==> src/hdl/qdac_consts.svh <==
// Purpose: Shared constants of the quad converter serial link
// Assumes: ref_clk at 250 MHz, link clock made by the host end
// Notes:   Times are in ns, cycle counts derive from them
`ifndef QDAC_CONSTS_SVH
`define QDAC_CONSTS_SVH

`define QDAC_WORD_BITS   16
`define QDAC_CNT_LAST    4'hF
`define QDAC_ADDR_HI     15
`define QDAC_ADDR_LO     14
`define QDAC_MODE_HI     13
`define QDAC_MODE_LO     12
`define QDAC_CODE_HI     11
`define QDAC_CODE_LO     4
`define QDAC_CLK_MHZ     250
`define QDAC_HALF_NS     80
`define QDAC_HALF_CYC    ((`QDAC_HALF_NS * `QDAC_CLK_MHZ + 999) / 1000)
`define QDAC_SYNC_HI_NS  80
`define QDAC_SYNC_HI_CYC ((`QDAC_SYNC_HI_NS * `QDAC_CLK_MHZ + 999) / 1000)
`define QDAC_WAKE_NS     6000
`define QDAC_WAKE_CYC    ((`QDAC_WAKE_NS * `QDAC_CLK_MHZ + 999) / 1000)
`define QDAC_CMD_OFS     32'h0000_0000
`define QDAC_STAT_OFS    32'h0000_0004
`define QDAC_LEN_HI      20
`define QDAC_LEN_LO      16

`endif

==> src/hdl/qdac_pkg.sv <==
// Purpose: Types shared by both ends of the converter link
// Assumes: Constants come from qdac_consts.svh
// Notes:   Mode and termination codes as carried in the word
package qdac_pkg;

  typedef logic [3:0][7:0] qdac_codes_t;

  typedef enum logic [1:0] {
    QDAC_LOAD     = 2'b00,
    QDAC_LOAD_UPD = 2'b01,
    QDAC_ALL_UPD  = 2'b10,
    QDAC_PWR_DOWN = 2'b11
  } qdac_mode_t;

  typedef enum logic [1:0] {
    QDAC_TERM_HIZ  = 2'b00,
    QDAC_TERM_2K5  = 2'b01,
    QDAC_TERM_100K = 2'b10,
    QDAC_TERM_HIZ2 = 2'b11
  } qdac_term_t;

endpackage : qdac_pkg

==> src/hdl/qdac_if.sv <==
// Purpose: Three-wire write link between host and converter
// Assumes: All wires one-way, driven by the host
// Notes:   No clocking block; both ends sample with ref_clk
`timescale 1ns/10ps
interface qdac_if;
  logic sync_n; // Frame select, active low
  logic sclk;   // Shift clock, data taken on falls
  logic din;    // Serial data, MSB first

  modport host (output sync_n, output sclk, output din);
  modport dev  (input sync_n, input sclk, input din);
endinterface : qdac_if

==> src/hdl/qdac_dev.sv <==
// Purpose: Converter end: frame decode, channel stages, power-down
// Assumes: Host keeps link timing; link sampled by ref_clk
// Notes:   Codes out are digital; Vout = Vref * code / 256
//
// Decided for this implementation: the placing of the registers and the APB register port.
`timescale 1ns/10ps
`include "qdac_consts.svh"
module qdac_dev (
  input  wire logic         ref_clk,        // System clock, 250 MHz
  input  wire logic         sys_rst,        // Synchronous reset, high
  qdac_if.dev               link,           // Serial link from host
  output qdac_pkg::qdac_codes_t analog_outputs, // Output stage codes
  output logic              powered_down,   // All channels shut down
  output qdac_pkg::qdac_term_t out_term,    // Termination while down
  output logic              waking,         // Wake-up time running
  output logic              frame_done,     // Pulse, word executed
  output logic              frame_abort     // Pulse, partial frame lost
);
  import qdac_pkg::*;

  typedef enum logic [1:0] {
    D_IDLE  = 2'b00,
    D_SHIFT = 2'b01,
    D_DONE  = 2'b10
  } qdac_dstate_t;

  localparam logic [10:0] WAKE_LOAD = 11'(`QDAC_WAKE_CYC - 1);

  qdac_dstate_t state_reg;
  qdac_dstate_t state_next;
  logic [2:0]   lvl;
  logic         sync_l;
  logic         sclk_l;
  logic         din_l;
  logic         sync_prev_reg;
  logic         sclk_prev_reg;
  logic [14:0]  shift_reg;
  logic [3:0]   cnt_reg;
  qdac_codes_t  in_reg;
  qdac_codes_t  in_next;
  qdac_codes_t  out_reg;
  qdac_codes_t  out_next;
  logic         pd_reg;
  qdac_term_t   term_reg;
  logic [10:0]  wake_reg;
  logic         done_reg;
  logic         abort_reg;

  // Link pins pass three stages; all reset to the parked low level
  // so that release of reset shows no false select fall
  qdac_sync #(
    .WIDTH (3),
    .RST   (3'h0)
  ) u_sync (
    .ref_clk  (ref_clk),
    .sys_rst  (sys_rst),
    .async_in ({link.din, link.sclk, link.sync_n}),
    .lvl_out  (lvl)
  );

  assign sync_l = lvl[0];
  assign sclk_l = lvl[1];
  assign din_l  = lvl[2];

  // Edge decode on the filtered levels
  wire sync_fall = sync_prev_reg & ~sync_l;
  wire sync_rise = ~sync_prev_reg & sync_l;
  wire sclk_fall = sclk_prev_reg & ~sclk_l;

  // Word as it stands after the current bit is shifted in
  wire [15:0] word_w = {shift_reg, din_l};
  wire [1:0]  addr_w = word_w[`QDAC_ADDR_HI:`QDAC_ADDR_LO];
  wire [1:0]  mode_b = word_w[`QDAC_MODE_HI:`QDAC_MODE_LO];
  wire [7:0]  code_w = word_w[`QDAC_CODE_HI:`QDAC_CODE_LO];
  wire qdac_mode_t mode_w = qdac_mode_t'(mode_b);

  // A rise in the same cycle as a fall counts as an abort first
  wire in_frame  = (state_reg == D_SHIFT) & ~sync_l;
  wire take_bit  = in_frame & sclk_fall;
  wire exec_w    = take_bit & (cnt_reg == `QDAC_CNT_LAST);
  wire is_pd     = (mode_w == QDAC_PWR_DOWN);
  wire is_update = (mode_w == QDAC_LOAD_UPD) | (mode_w == QDAC_ALL_UPD);
  wire leave_pd  = exec_w & ~is_pd & pd_reg;

  // Frame sequencer
  always_comb
  begin
    state_next = state_reg;
    case (state_reg)
      D_IDLE:
      begin
        if (sync_fall)
          state_next = D_SHIFT;
      end
      D_SHIFT:
      begin
        if (sync_l)
          state_next = D_IDLE;
        else if (exec_w)
          state_next = D_DONE;
      end
      D_DONE:
      begin
        if (sync_l)
          state_next = D_IDLE;
      end
      default:
        state_next = D_IDLE;
    endcase
  end

  // Per channel: input stage loads, output stage takes updates
  genvar ch;
  generate
    for (ch = 0; ch < 4; ch++)
    begin : g_ch
      wire hit = (addr_w == 2'(ch));
      wire load_one = exec_w & hit & ~is_pd & (mode_w != QDAC_ALL_UPD);
      wire load_all = exec_w & (mode_w == QDAC_ALL_UPD);
      // Power-down frames never touch the stages
      assign in_next[ch] = (load_one | load_all) ? code_w : in_reg[ch];
      assign out_next[ch] = (exec_w & is_update) ? in_next[ch]
                                                 : out_reg[ch];
    end
  endgenerate

  // Link edge history and sequencer state
  always_ff @(posedge ref_clk)
  begin
    if (sys_rst)
    begin
      sync_prev_reg <= 1'b0;
      sclk_prev_reg <= 1'b0;
      state_reg     <= D_IDLE;
    end
    else
    begin
      sync_prev_reg <= sync_l;
      sclk_prev_reg <= sclk_l;
      state_reg     <= state_next;
    end
  end

  // Shift register and bit count; frame start restarts the count
  always_ff @(posedge ref_clk)
  begin
    if (sys_rst)
    begin
      shift_reg <= 15'h0000;
      cnt_reg   <= 4'h0;
    end
    else if (state_reg == D_IDLE)
    begin
      cnt_reg <= 4'h0;
    end
    else if (take_bit)
    begin
      shift_reg <= word_w[14:0];
      cnt_reg   <= cnt_reg + 4'h1;
    end
  end

  // Channel stages: cleared at reset, kept across power-down
  always_ff @(posedge ref_clk)
  begin
    if (sys_rst)
    begin
      in_reg  <= '0;
      out_reg <= '0;
    end
    else
    begin
      in_reg  <= in_next;
      out_reg <= out_next;
    end
  end

  // Power state and termination only change on a whole word
  always_ff @(posedge ref_clk)
  begin
    if (sys_rst)
    begin
      pd_reg   <= 1'b0;
      term_reg <= QDAC_TERM_HIZ;
    end
    else if (exec_w)
    begin
      pd_reg <= is_pd;
      if (is_pd)
        term_reg <= qdac_term_t'(addr_w);
    end
  end

  // Wake timer: amplifiers need time before outputs are trusted
  always_ff @(posedge ref_clk)
  begin
    if (sys_rst)
      wake_reg <= 11'h000;
    else if (leave_pd)
      wake_reg <= WAKE_LOAD;
    else if (exec_w & is_pd)
      wake_reg <= 11'h000;
    else if (wake_reg != 11'h000)
      wake_reg <= wake_reg - 11'h001;
  end

  // Event pulses, one cycle each
  always_ff @(posedge ref_clk)
  begin
    if (sys_rst)
    begin
      done_reg  <= 1'b0;
      abort_reg <= 1'b0;
    end
    else
    begin
      done_reg  <= exec_w;
      abort_reg <= (state_reg == D_SHIFT) & sync_l;
    end
  end

  // Outputs straight from registers except waking, a compare on wake_reg; code maps to Vref*code/256
  assign analog_outputs = out_reg;
  assign powered_down   = pd_reg;
  assign out_term       = term_reg;
  assign waking         = (wake_reg != 11'h000);
  assign frame_done     = done_reg;
  assign frame_abort    = abort_reg;

endmodule : qdac_dev

==> src/hdl/qdac_sync.sv <==
// Purpose: Three-stage input synchroniser with agreement filter
// Assumes: Inputs asynchronous to ref_clk
// Notes:   Level moves only when stages two and three agree
`timescale 1ns/10ps
module qdac_sync #(
  parameter int         WIDTH = 3,
  parameter logic [2:0] RST   = 3'h0
) (
  input  wire logic             ref_clk, // System clock
  input  wire logic             sys_rst, // Synchronous reset
  input  wire logic [WIDTH-1:0] async_in, // Raw pins
  output logic      [WIDTH-1:0] lvl_out   // Filtered levels
);

  genvar g;
  generate
    for (g = 0; g < WIDTH; g++)
    begin : g_bit
      logic s1_reg;
      logic s2_reg;
      logic s3_reg;
      logic lvl_reg;
      // First stage feeds only the second
      always_ff @(posedge ref_clk)
      begin
        if (sys_rst)
        begin
          s1_reg  <= RST[g];
          s2_reg  <= RST[g];
          s3_reg  <= RST[g];
          lvl_reg <= RST[g];
        end
        else
        begin
          s1_reg <= async_in[g];
          s2_reg <= s1_reg;
          s3_reg <= s2_reg;
          if (s2_reg == s3_reg)
            lvl_reg <= s3_reg;
        end
      end
      assign lvl_out[g] = lvl_reg;
    end
  endgenerate

endmodule : qdac_sync

==> src/flat_wrapper.sv <==
// flat-port wrapper written by rule: the top's interface ports become plain ports
module qdac_dev_flat import qdac_pkg::*;
  (ref_clk, sys_rst, analog_outputs, powered_down, out_term, waking, frame_done, frame_abort, link_sync_n, link_sclk, link_din);
  qdac_if link_i ();
  input  wire logic ref_clk;
  input  wire logic sys_rst;
  output qdac_pkg::qdac_codes_t analog_outputs;
  output logic powered_down;
  output qdac_pkg::qdac_term_t out_term;
  output logic waking;
  output logic frame_done;
  output logic frame_abort;
  input wire logic [$bits(link_i.sync_n)-1:0] link_sync_n;
  input wire logic [$bits(link_i.sclk)-1:0] link_sclk;
  input wire logic [$bits(link_i.din)-1:0] link_din;
  assign link_i.sync_n = link_sync_n;
  assign link_i.sclk = link_sclk;
  assign link_i.din = link_din;
  qdac_dev u_core (.ref_clk(ref_clk), .sys_rst(sys_rst), .link(link_i), .analog_outputs(analog_outputs), .powered_down(powered_down), .out_term(out_term), .waking(waking), .frame_done(frame_done), .frame_abort(frame_abort));
endmodule
==> config.mk <==
export PLATFORM = sky130hd
export DESIGN_NAME = qdac_dev_flat
export DESIGN_NICKNAME = d
export VERILOG_FILES = /design/src/hdl/qdac_pkg.sv /design/src/hdl/qdac_if.sv /design/src/hdl/qdac_dev.sv /design/src/hdl/qdac_sync.sv /design/src/flat_wrapper.sv
export VERILOG_INCLUDE_DIRS = /design/src /design/src/hdl
export SDC_FILE = /design/constraint.sdc
export NUM_CORES = 1
export LEC_CHECK = 0
export ABC_AREA = 1
export BUFFER_PORTS_ARGS = -buffer_cell sky130_fd_sc_hd__buf_2
export CAP_MARGIN = 10
export CORE_UTILIZATION = 30
export DETAILED_ROUTE_END_ITERATION = 7
export PLACE_DENSITY = 0.51
export RECOVER_POWER = 100
export SKIP_CTS_REPAIR_TIMING = 1
export SLEW_MARGIN = 0
export SYNTH_ARGS = -nofsm -noshare
export SYNTH_HDL_FRONTEND = slang
export SYNTH_SLANG_ARGS = --single-unit
export TNS_END_PERCENT = 5
==> constraint.sdc <==
create_clock -name ref_clk -period 3.23 [get_ports ref_clk]
set_input_delay 0.323 -clock ref_clk [delete_from_list [all_inputs] [get_ports ref_clk]]
set_output_delay 0.323 -clock ref_clk [all_outputs]
set_load 0.03 [all_outputs]
Yosys cells after proc, flatten, opt, wreduce, memory -nomap -nowiden
Index checks and enable logic that the tools add are counted.
{"block": "word_totals", "elab_cells": 102, "out_inout_bits": 38, "input_bits": 5, "reg_bits": 115}
{"block": "op_classes", "n_addsub": 2, "mux": 12, "reduce_logical": 9, "eq_ne": 16, "bitwise_logic": 32}
{"op": "$mux 11", "count": 3}
{"op": "$mux 8", "count": 4}
{"op": "$and 1x1->1", "count": 23}
{"op": "$reduce_bool 11->1", "count": 1}
{"op": "$sub 11x1->11 const B", "count": 1}
{"op": "$eq 2x2->1 const B", "count": 5}
{"op": "$mux 2", "count": 4}
{"op": "$eq 2x1->1 const B", "count": 3}
{"op": "$pmux 2 s3", "count": 1}
{"op": "$or 1x1->1", "count": 5}
{"op": "$add 4x1->4 const B", "count": 1}
{"op": "$eq 4x4->1 const B", "count": 1}
{"op": "$logic_not 2->1", "count": 2}
{"op": "$ne 2x2->1 const B", "count": 2}
{"op": "$not 1->1", "count": 4}
{"op": "$reduce_and 2->1", "count": 2}
{"op": "$eq 1x1->1", "count": 3}
{"op": "$ne 3x2->1 const B", "count": 1}
{"op": "$reduce_and 3->1", "count": 1}
{"op": "$reduce_bool 3->1", "count": 1}
{"op": "$reduce_or 3->1", "count": 1}
{"op": "$ne 2x1->1 const B", "count": 1}
{"op": "$reduce_or 2->1", "count": 1}

Logic depth before layout (Yosys ltp)
Gate-level depths: netlist of run 1.
{"block": "logic_depth", "depth_word": 9, "depth_mapped": 10, "mapped_depth_nobuf": 10}

Hierarchy
Synthesis of run 1 repeated with hierarchy kept, for this count alone.
{"block": "hier_totals", "cells_unflattened": 578, "hier_area_um2": 4652.0}
{"module": "qdac_dev", "cells_each": 534, "area_each_um2": 4241.6, "seq_area_each_um2": 2062.0, "instances": 1}
{"module": "qdac_sync", "cells_each": 44, "area_each_um2": 410.4, "seq_area_each_um2": 240.2, "instances": 1}

Least setup slack after synthesis of run 1
Ideal clock, no wire load.
{"block": "synth_path", "path_type": "flip-flop to flip-flop", "from": "reg u_core.cnt_reg[0]", "to": "reg u_core.out_reg (netlist bit u_core.analog_outputs[10])", "path_slack_ns": 1.705, "path_buffers": 1, "t_arrival_ns": 1.417, "required_time_ns": 3.121, "stages_incl_launch_ff": 10, "period_less_slack_ns": 1.525, "setup_time_ns": 0.109, "path_cell_list": "dfxtp_1 -> ha_1 -> inv_1 -> nor2_4 -> nand2_4 -> nor2_8 -> buf_4 -> nand3_1 -> nand2_1 -> inv_1"}
{"block": "synth_between", "elab_chain_len": 7, "elab_cells_between_ends": 9, "cone_classes": "eq/ne (1); mux (1); bitwise (7)"}
{"element": "start: declaration", "line_no": "qdac_dev.sv:38", "rtl": "logic [3:0] cnt_reg;"}
{"element": "start signal: assignment", "line_no": "qdac_dev.sv:159", "rtl": "cnt_reg <= cnt_reg + 4'h1;"}
{"element": "$eq 4x4->1 (no line) *"}
{"element": "$and 1x1->1 *", "line_no": "qdac_dev.sv:80", "rtl": "wire exec_w = take_bit & (cnt_reg == `QDAC_CNT_LAST);"}
{"element": "$and 1x1->1 (3 in a row)", "line_no": "qdac_dev.sv:118", "rtl": "wire load_one = exec_w & hit & ~is_pd & (mode_w != QDAC_ALL_UPD);"}
{"element": "$or 1x1->1", "line_no": "qdac_dev.sv:121", "rtl": "assign in_next[ch] = (load_one | load_all) ? code_w : in_reg[ch];"}
{"element": "$mux 8", "line_no": "qdac_dev.sv:121"}
{"element": "end signal: assignment", "line_no": "qdac_dev.sv:174", "rtl": "out_reg <= out_next;"}
{"element": "end: declaration", "line_no": "qdac_dev.sv:41", "rtl": "qdac_codes_t out_reg;"}
Mark *: on every way between the ends. The rest lies on a longest branch, timed or not.
A chain may end at the register's enable or synchronous reset.

Worst setup path after layout of run 1
{"block": "layout_path", "from": "reg u_core.state_reg[1]", "to": "reg u_core.out_reg (netlist bit u_core.analog_outputs[26])"}
{"block": "layout_between", "elab_chain_len": 9, "elab_cells_between_ends": 11, "cone_classes": "eq/ne (1); mux (1); bitwise (9)"}
{"element": "start: declaration", "line_no": "qdac_dev.sv:29", "rtl": "qdac_dstate_t state_reg;"}
{"element": "start signal: assignment", "line_no": "qdac_dev.sv:140", "rtl": "state_reg <= state_next;"}
{"element": "$eq 2x1->1 *", "line_no": "qdac_dev.sv:78", "rtl": "wire in_frame = (state_reg == D_SHIFT) & ~sync_l;"}
{"element": "$and 1x1->1 *", "line_no": "qdac_dev.sv:78"}
{"element": "$and 1x1->1 *", "line_no": "qdac_dev.sv:79", "rtl": "wire take_bit = in_frame & sclk_fall;"}
{"element": "$and 1x1->1 *", "line_no": "qdac_dev.sv:80"}
{"element": "$and 1x1->1 (3 in a row)", "line_no": "qdac_dev.sv:118"}
{"element": "$or 1x1->1", "line_no": "qdac_dev.sv:121"}
{"element": "$mux 8", "line_no": "qdac_dev.sv:121"}
Marked as above.

==> results of run 1 <==
metrics by stage:
stage               total power, uW  hold WS, ns
floorplan                      1889       0.3883
global placement               1966       0.3947
detailed placement             1971       0.4008
CTS                            3701       0.1205
global route                   3836       0.1263
finish                         3647       0.1286
final timing paths:
| kind | cells past startpoint | to | start | slack (ns) |
|---|---|---|---|---|
| max reg2reg | 9 | u_core.analog_outputs[26] | u_core.state_reg[1] | 0.75 |
| min | 3 | u_core.u_sync.g_bit[1].s1_reg | link_sclk | 0.13 |
| min reg2reg | 2 | u_core.u_sync.g_bit[2].s2_reg | u_core.u_sync.g_bit[2].s1_reg | 0.40 |
| max | 9 | u_core.analog_outputs[26] | u_core.state_reg[1] | 0.75 |
per-layer routing:
metal	vias up	wire [um]	GRT usage [%]	part of all wire (%)
li1	1989	-	-	-
met1	1767	4721	15.79	48
met2	57	4666	21.61	47
met3	6	385	3.416	3.9
met4	0	91	5.741	0.92
met5	-	0	0	0
synthesized netlist by cell type (all sizes together), types with 4 or more instances:
library cell,n,area share (%)
dfxtp,115,50
nand2,96,8.2
nand3,84,9.4
inv,71,5.7
nor2,63,6.1
a21oi,54,5.8
o21a,33,5.3
o21ai,19,2.0
buf,13,2.1
clkbuf,11,0.89
nand4,10,1.9
ha,5,1.3
xor2,4,0.75
power by group:
group          switching (uW)  internal, uW  total, uW
sequential               33.9          1470       1500
clock                     642          1070       1710
combinational             270           162        433
total                     946          2700       3650
critical path, stage by stage, from the launching register on:
cell and delay [ns]:
dfxtp_1 0.33, nor2_1 0.14, nand2_1 0.14, nor2_8 0.30, nand3_2 0.70, nand2_2 0.45
nand2_1 0.15, nand3_1 0.10, nand2_1 0.05, inv_1 0.05
cells by family after synthesis:
kind of cell / synth area share [%]
and+or+nand+nor: 26.10
buffers and inverters: 8.699
xor gates and xnor gates: 0.9426
AOI/OAI and AO/OA: 13.36
DFF: 49.56
adders and majority gates: 1.347
cell type report:
cell class                      count  area, um2
Multi-Input combinational cell    374       1917
Timing Repair Buffer               44      173.9
Fill cell                        1565       9698
Inverter                           71      266.5
Tap cell                          188      235.2
Sequential cell                   115       2302
Clock inverter                     14      113.9
Clock buffer                       18      439.2
==> flow_summary.ini, run 1 <==
[finish]
area_growth_pct = 17.26
fin_nets = 633
fin_util_pct = 35.97
most-common-layout-cells = dfxtp_1 (115), nand2_1 (92), nand3_1 (82), inv_1 (71), nor2_1 (60)
final_cells = 824
stdcell_area_um2 = 5448
drive_gt1_share_pct = 7.862
final_common_cell = dfxtp_1
antenna_cells = 0

[sta]
skew_ns = 0.007192
final.setup.tns_ns = 0
tightest_slew_ns = 0.9445
period_share_pct = 76.83
worst_slack_ns = 0.7485
hold_viol_final = 0
final_max_slew_viol_count = 0
rsz0062_at_grt = false
setup_violations = 0
max_freq_mhz = 403.0
max-slew-margin-rel_pct = 37.03
finalCriticalPeriod_ns = 2.482

[floorplan]
start_util_pct = 30.67
ioPinCount = 43
die_w_um = 126.4
rows = 45
die_h_um = 126.4
dieArea_um2 = 15990
core-area_um2 = 15150

[yosys]
ys_ff_latch = 115
syn_nets = 594
synthDistinctLibCells = 32
yosysWarnings = 0
synth_edf_count = 0
netlist_area_um2 = 4646
synth.yosys.seq_area_share_pct = 49.56
avgSynthCellArea_um2 = 7.955
synth_flop_cell = dfxtp_1
synthArstFlopShare_pct = 0
synth_cells = 584

[critical_path]
cp-start-kind = register
crit_path_max_fanout = 36
worstSetupPathType = reg2reg
required_ns = 3.58
critPathCaptureType = register
cp.arrival_ns = 2.83

[route]
first_pass_iters = 6
routedWlPerCell_um = 11.97
finalWirelength_um = 9865
drtIter0Drc = 210
vias = 3819
drc_errors = 0
drtAntennaViolNets = 0
via_per_inst = 4.635

[grt]
grt_pass1_vias = 3510
grt_usage_pct = 12.99
grt_max_degree = 65
antenna_found_initial = 0
grt-ovfl-total = 0
grt_pass1_wl_um = 16570

[clock_tree]
cts.sinks = 115
cts_buffers = 17
clockRootBuffer = clkbuf_16
cts_tree = done
cts.htree.levels = 4
path_clk_slew_ns = 0.05
cts_buffer_depth = 2
worstSkewPairLatency_ns = 0.40

[placed_design]
dpl_worst_slack_ns = 1.020
port_buffers = 42
place.gp.congestion = 0.7790
dpl-instance-area_um2 = 4969
dp_hpwl_um = 6385
place_inst = 792

[pwr]
powerDensity_nw_per_um2 = 669.4
ir_drop_mv = 0.3436
leakagePower_uw = 0.002367

[flow_run]
max_cap_violations = 0

[worst_hold_path]
hold_path_class = in2reg

[outcome]
status = completed
Note: power is estimated with default switching activity, not from simulation.
==> inputs of run 2 (changes only) <==
--- a/config.mk
+++ b/config.mk
@@ -11,7 +11,7 @@
 export CAP_MARGIN = 10
 export CORE_UTILIZATION = 30
 export DETAILED_ROUTE_END_ITERATION = 7
-export PLACE_DENSITY = 0.51
+export PLACE_DENSITY = 0.53
 export RECOVER_POWER = 100
 export SKIP_CTS_REPAIR_TIMING = 1
 export SLEW_MARGIN = 0
==> constraint.sdc (replaced) <==
create_clock -name ref_clk -period 2.11 [get_ports ref_clk]
set_input_delay 0.211 -clock ref_clk [delete_from_list [all_inputs] [get_ports ref_clk]]
set_output_delay 0.211 -clock ref_clk [all_outputs]
set_load 0.03 [all_outputs]
==> flow_summary.ini, run 2 (synthesis gave the netlist of run 1 again) <==
[sta]
max-slew-margin-rel_pct = 20.01
final_max_slew_viol_count = 0
skew_ns = 0.005503
tightest_slew_ns = 1.200
max_freq_mhz = 517.8
setup_violations = 0
rsz0062_at_grt = false
final.setup.tns_ns = 0
period_share_pct = 91.53
worst_slack_ns = 0.1786
finalCriticalPeriod_ns = 1.931
hold_viol_final = 0

[route]
drc_errors = 0
first_pass_iters = 6
finalWirelength_um = 10220
drtIter0Drc = 266
via_per_inst = 4.692
drtAntennaViolNets = 0
vias = 3894
routedWlPerCell_um = 12.32

[finish]
fin_nets = 641
multiInputGateArea_um2 = 1927
antenna_cells = 0
final_common_cell = dfxtp_1
seq_area_um2 = 2302
most-common-layout-cells = dfxtp_1 (115), nand2_1 (92), nand3_1 (83), inv_1 (70), nor2_1 (59)
final_cells = 830
fill_cells = 1551
drive_gt1_share_pct = 8.723
fin_util_pct = 36.61
area_growth_pct = 19.36

[critical_path]
path_common_cell = inv_1
cp.arrival_ns = 1.72
setup.worst_path.start = u_core.wake_reg[1]
ff2ff_path_depth = 10
r2r_slack_ns = 0.20
crit_path_max_fanout = 4
r2r-end = u_core.analog_outputs[7]
slowest_delay_ns = 0.30
r2r-start = u_core.cnt_reg[0]
cp-start-kind = register
crit_path_top_delay_cell = dfxtp_1
required_ns = 1.90
critPathCaptureType = output pin
cp_cell_sequence = inv_1 > ha_1 > inv_1 > nor2_1 > nand4_1 > nor2_2 > inv_1 > buf_2
worstSetupPathType = reg2out
critPathCapture = waking

[floorplan]
die_w_um = 126.4
rows = 45
ioPinCount = 43
dieArea_um2 = 15990
core-area_um2 = 15150
start_util_pct = 30.67
die_h_um = 126.4

[grt]
grt_pass1_vias = 3651
antenna_found_initial = 0
use_met2_pct = 22.07
grt_pass1_wl_um = 17170
use_met1_pct = 16.61
grt_max_degree = 58
grt-ovfl-total = 0
grt_usage_pct = 13.62
use_met3_pct = 3.374
grt_busiest_layer = met2

[placed_design]
place.gp.congestion = 0.8041
dpl_worst_slack_ns = 0.2639
port_buffers = 42
place_inst = 799
dp_hpwl_um = 6693

[clock_tree]
cts.htree.levels = 4
clockRootBuffer = clkbuf_16
cts_tree = done
worstSkewPairLatency_ns = 0.40
path_clk_slew_ns = 0.05
cts.sinks = 115
cts_buffer_depth = 2
cts_buffers = 17

[pwr]
ir_drop_mv = 0.6085
powerDensity_nw_per_um2 = 1023
leakagePower_uw = 0.002452
report.power.total_uw = 5674

[outcome]
status = completed

[flow_run]
max_cap_violations = 0

[worst_hold_path]
hold_path_class = in2reg
run 2: cell count changes in the layout (fill, tap and decap cells not counted), moves of 2 or more:
cell / previous run / this run
buf_12: 0 / 2
buf_4: 1 / 6
clkbuf_2: 0 / 2
clkbuf_8: 1 / 5
clkinv_2: 6 / 4
clkinvlp_4: 6 / 0
nand3_2: 2 / 0
run 2: cell type report:
cell class,count,area share [%]
flip-flops and latches,115,41.52
clock inverters,5,0.9025
clock buffers,25,9.116
well taps,188,4.242
multi-input cells,374,34.75
repair buffers,52,4.671
inverters,71,4.806
run 2: report_power, final:
group	internal (uW)	switching (uW)	total, uW	leakage [uW]
clock	1750	912	2660	0.000279
combinational	266	438	704	0.00124
sequential	2250	54.1	2310	0.000930
run 2: worst min-delay path by stage:
stage	from	to	cells past startpoint
after global routing	link_din	u_core.u_sync.g_bit[2].s1_reg	3
final	link_sclk	u_core.u_sync.g_bit[1].s1_reg	3
after global placement	u_core.u_sync.g_bit[2].s1_reg	u_core.u_sync.g_bit[2].s2_reg	2
after detailed placement	u_core.u_sync.g_bit[2].s1_reg	u_core.u_sync.g_bit[2].s2_reg	2
after floorplan	sys_rst	u_core.u_sync.g_bit[1].s3_reg	1
after CTS	link_sclk	u_core.u_sync.g_bit[1].s1_reg	3
run 2: metal layers:
metal  vias to the layer above  part of all wire (%)  wire [um]
li1                       2006                     -          -
met5                         -                     0          0
met3                        16                   2.9        297
met2                        61                    47       4772
met4                         0                   1.9        191
met1                      1811                    49       4962
run 2: critical path, delay by kind of cell, from the launching register on:
kind	cells	cell delay [ns]
flip-flops	1	0.30
adder cells (fa/ha/maj)	1	0.21
AND/OR/NAND/NOR	3	0.41
buffers and inverters	4	0.39
run 2: metrics by stage:
step,instance area (um2),hold slack (ns)
detailed placement,5046,0.3962
floorplan,4646,0.2938
CTS,5602,-0.008904
global route,5545,0.01405
finish,5545,0.009014
global placement,5046,0.3960
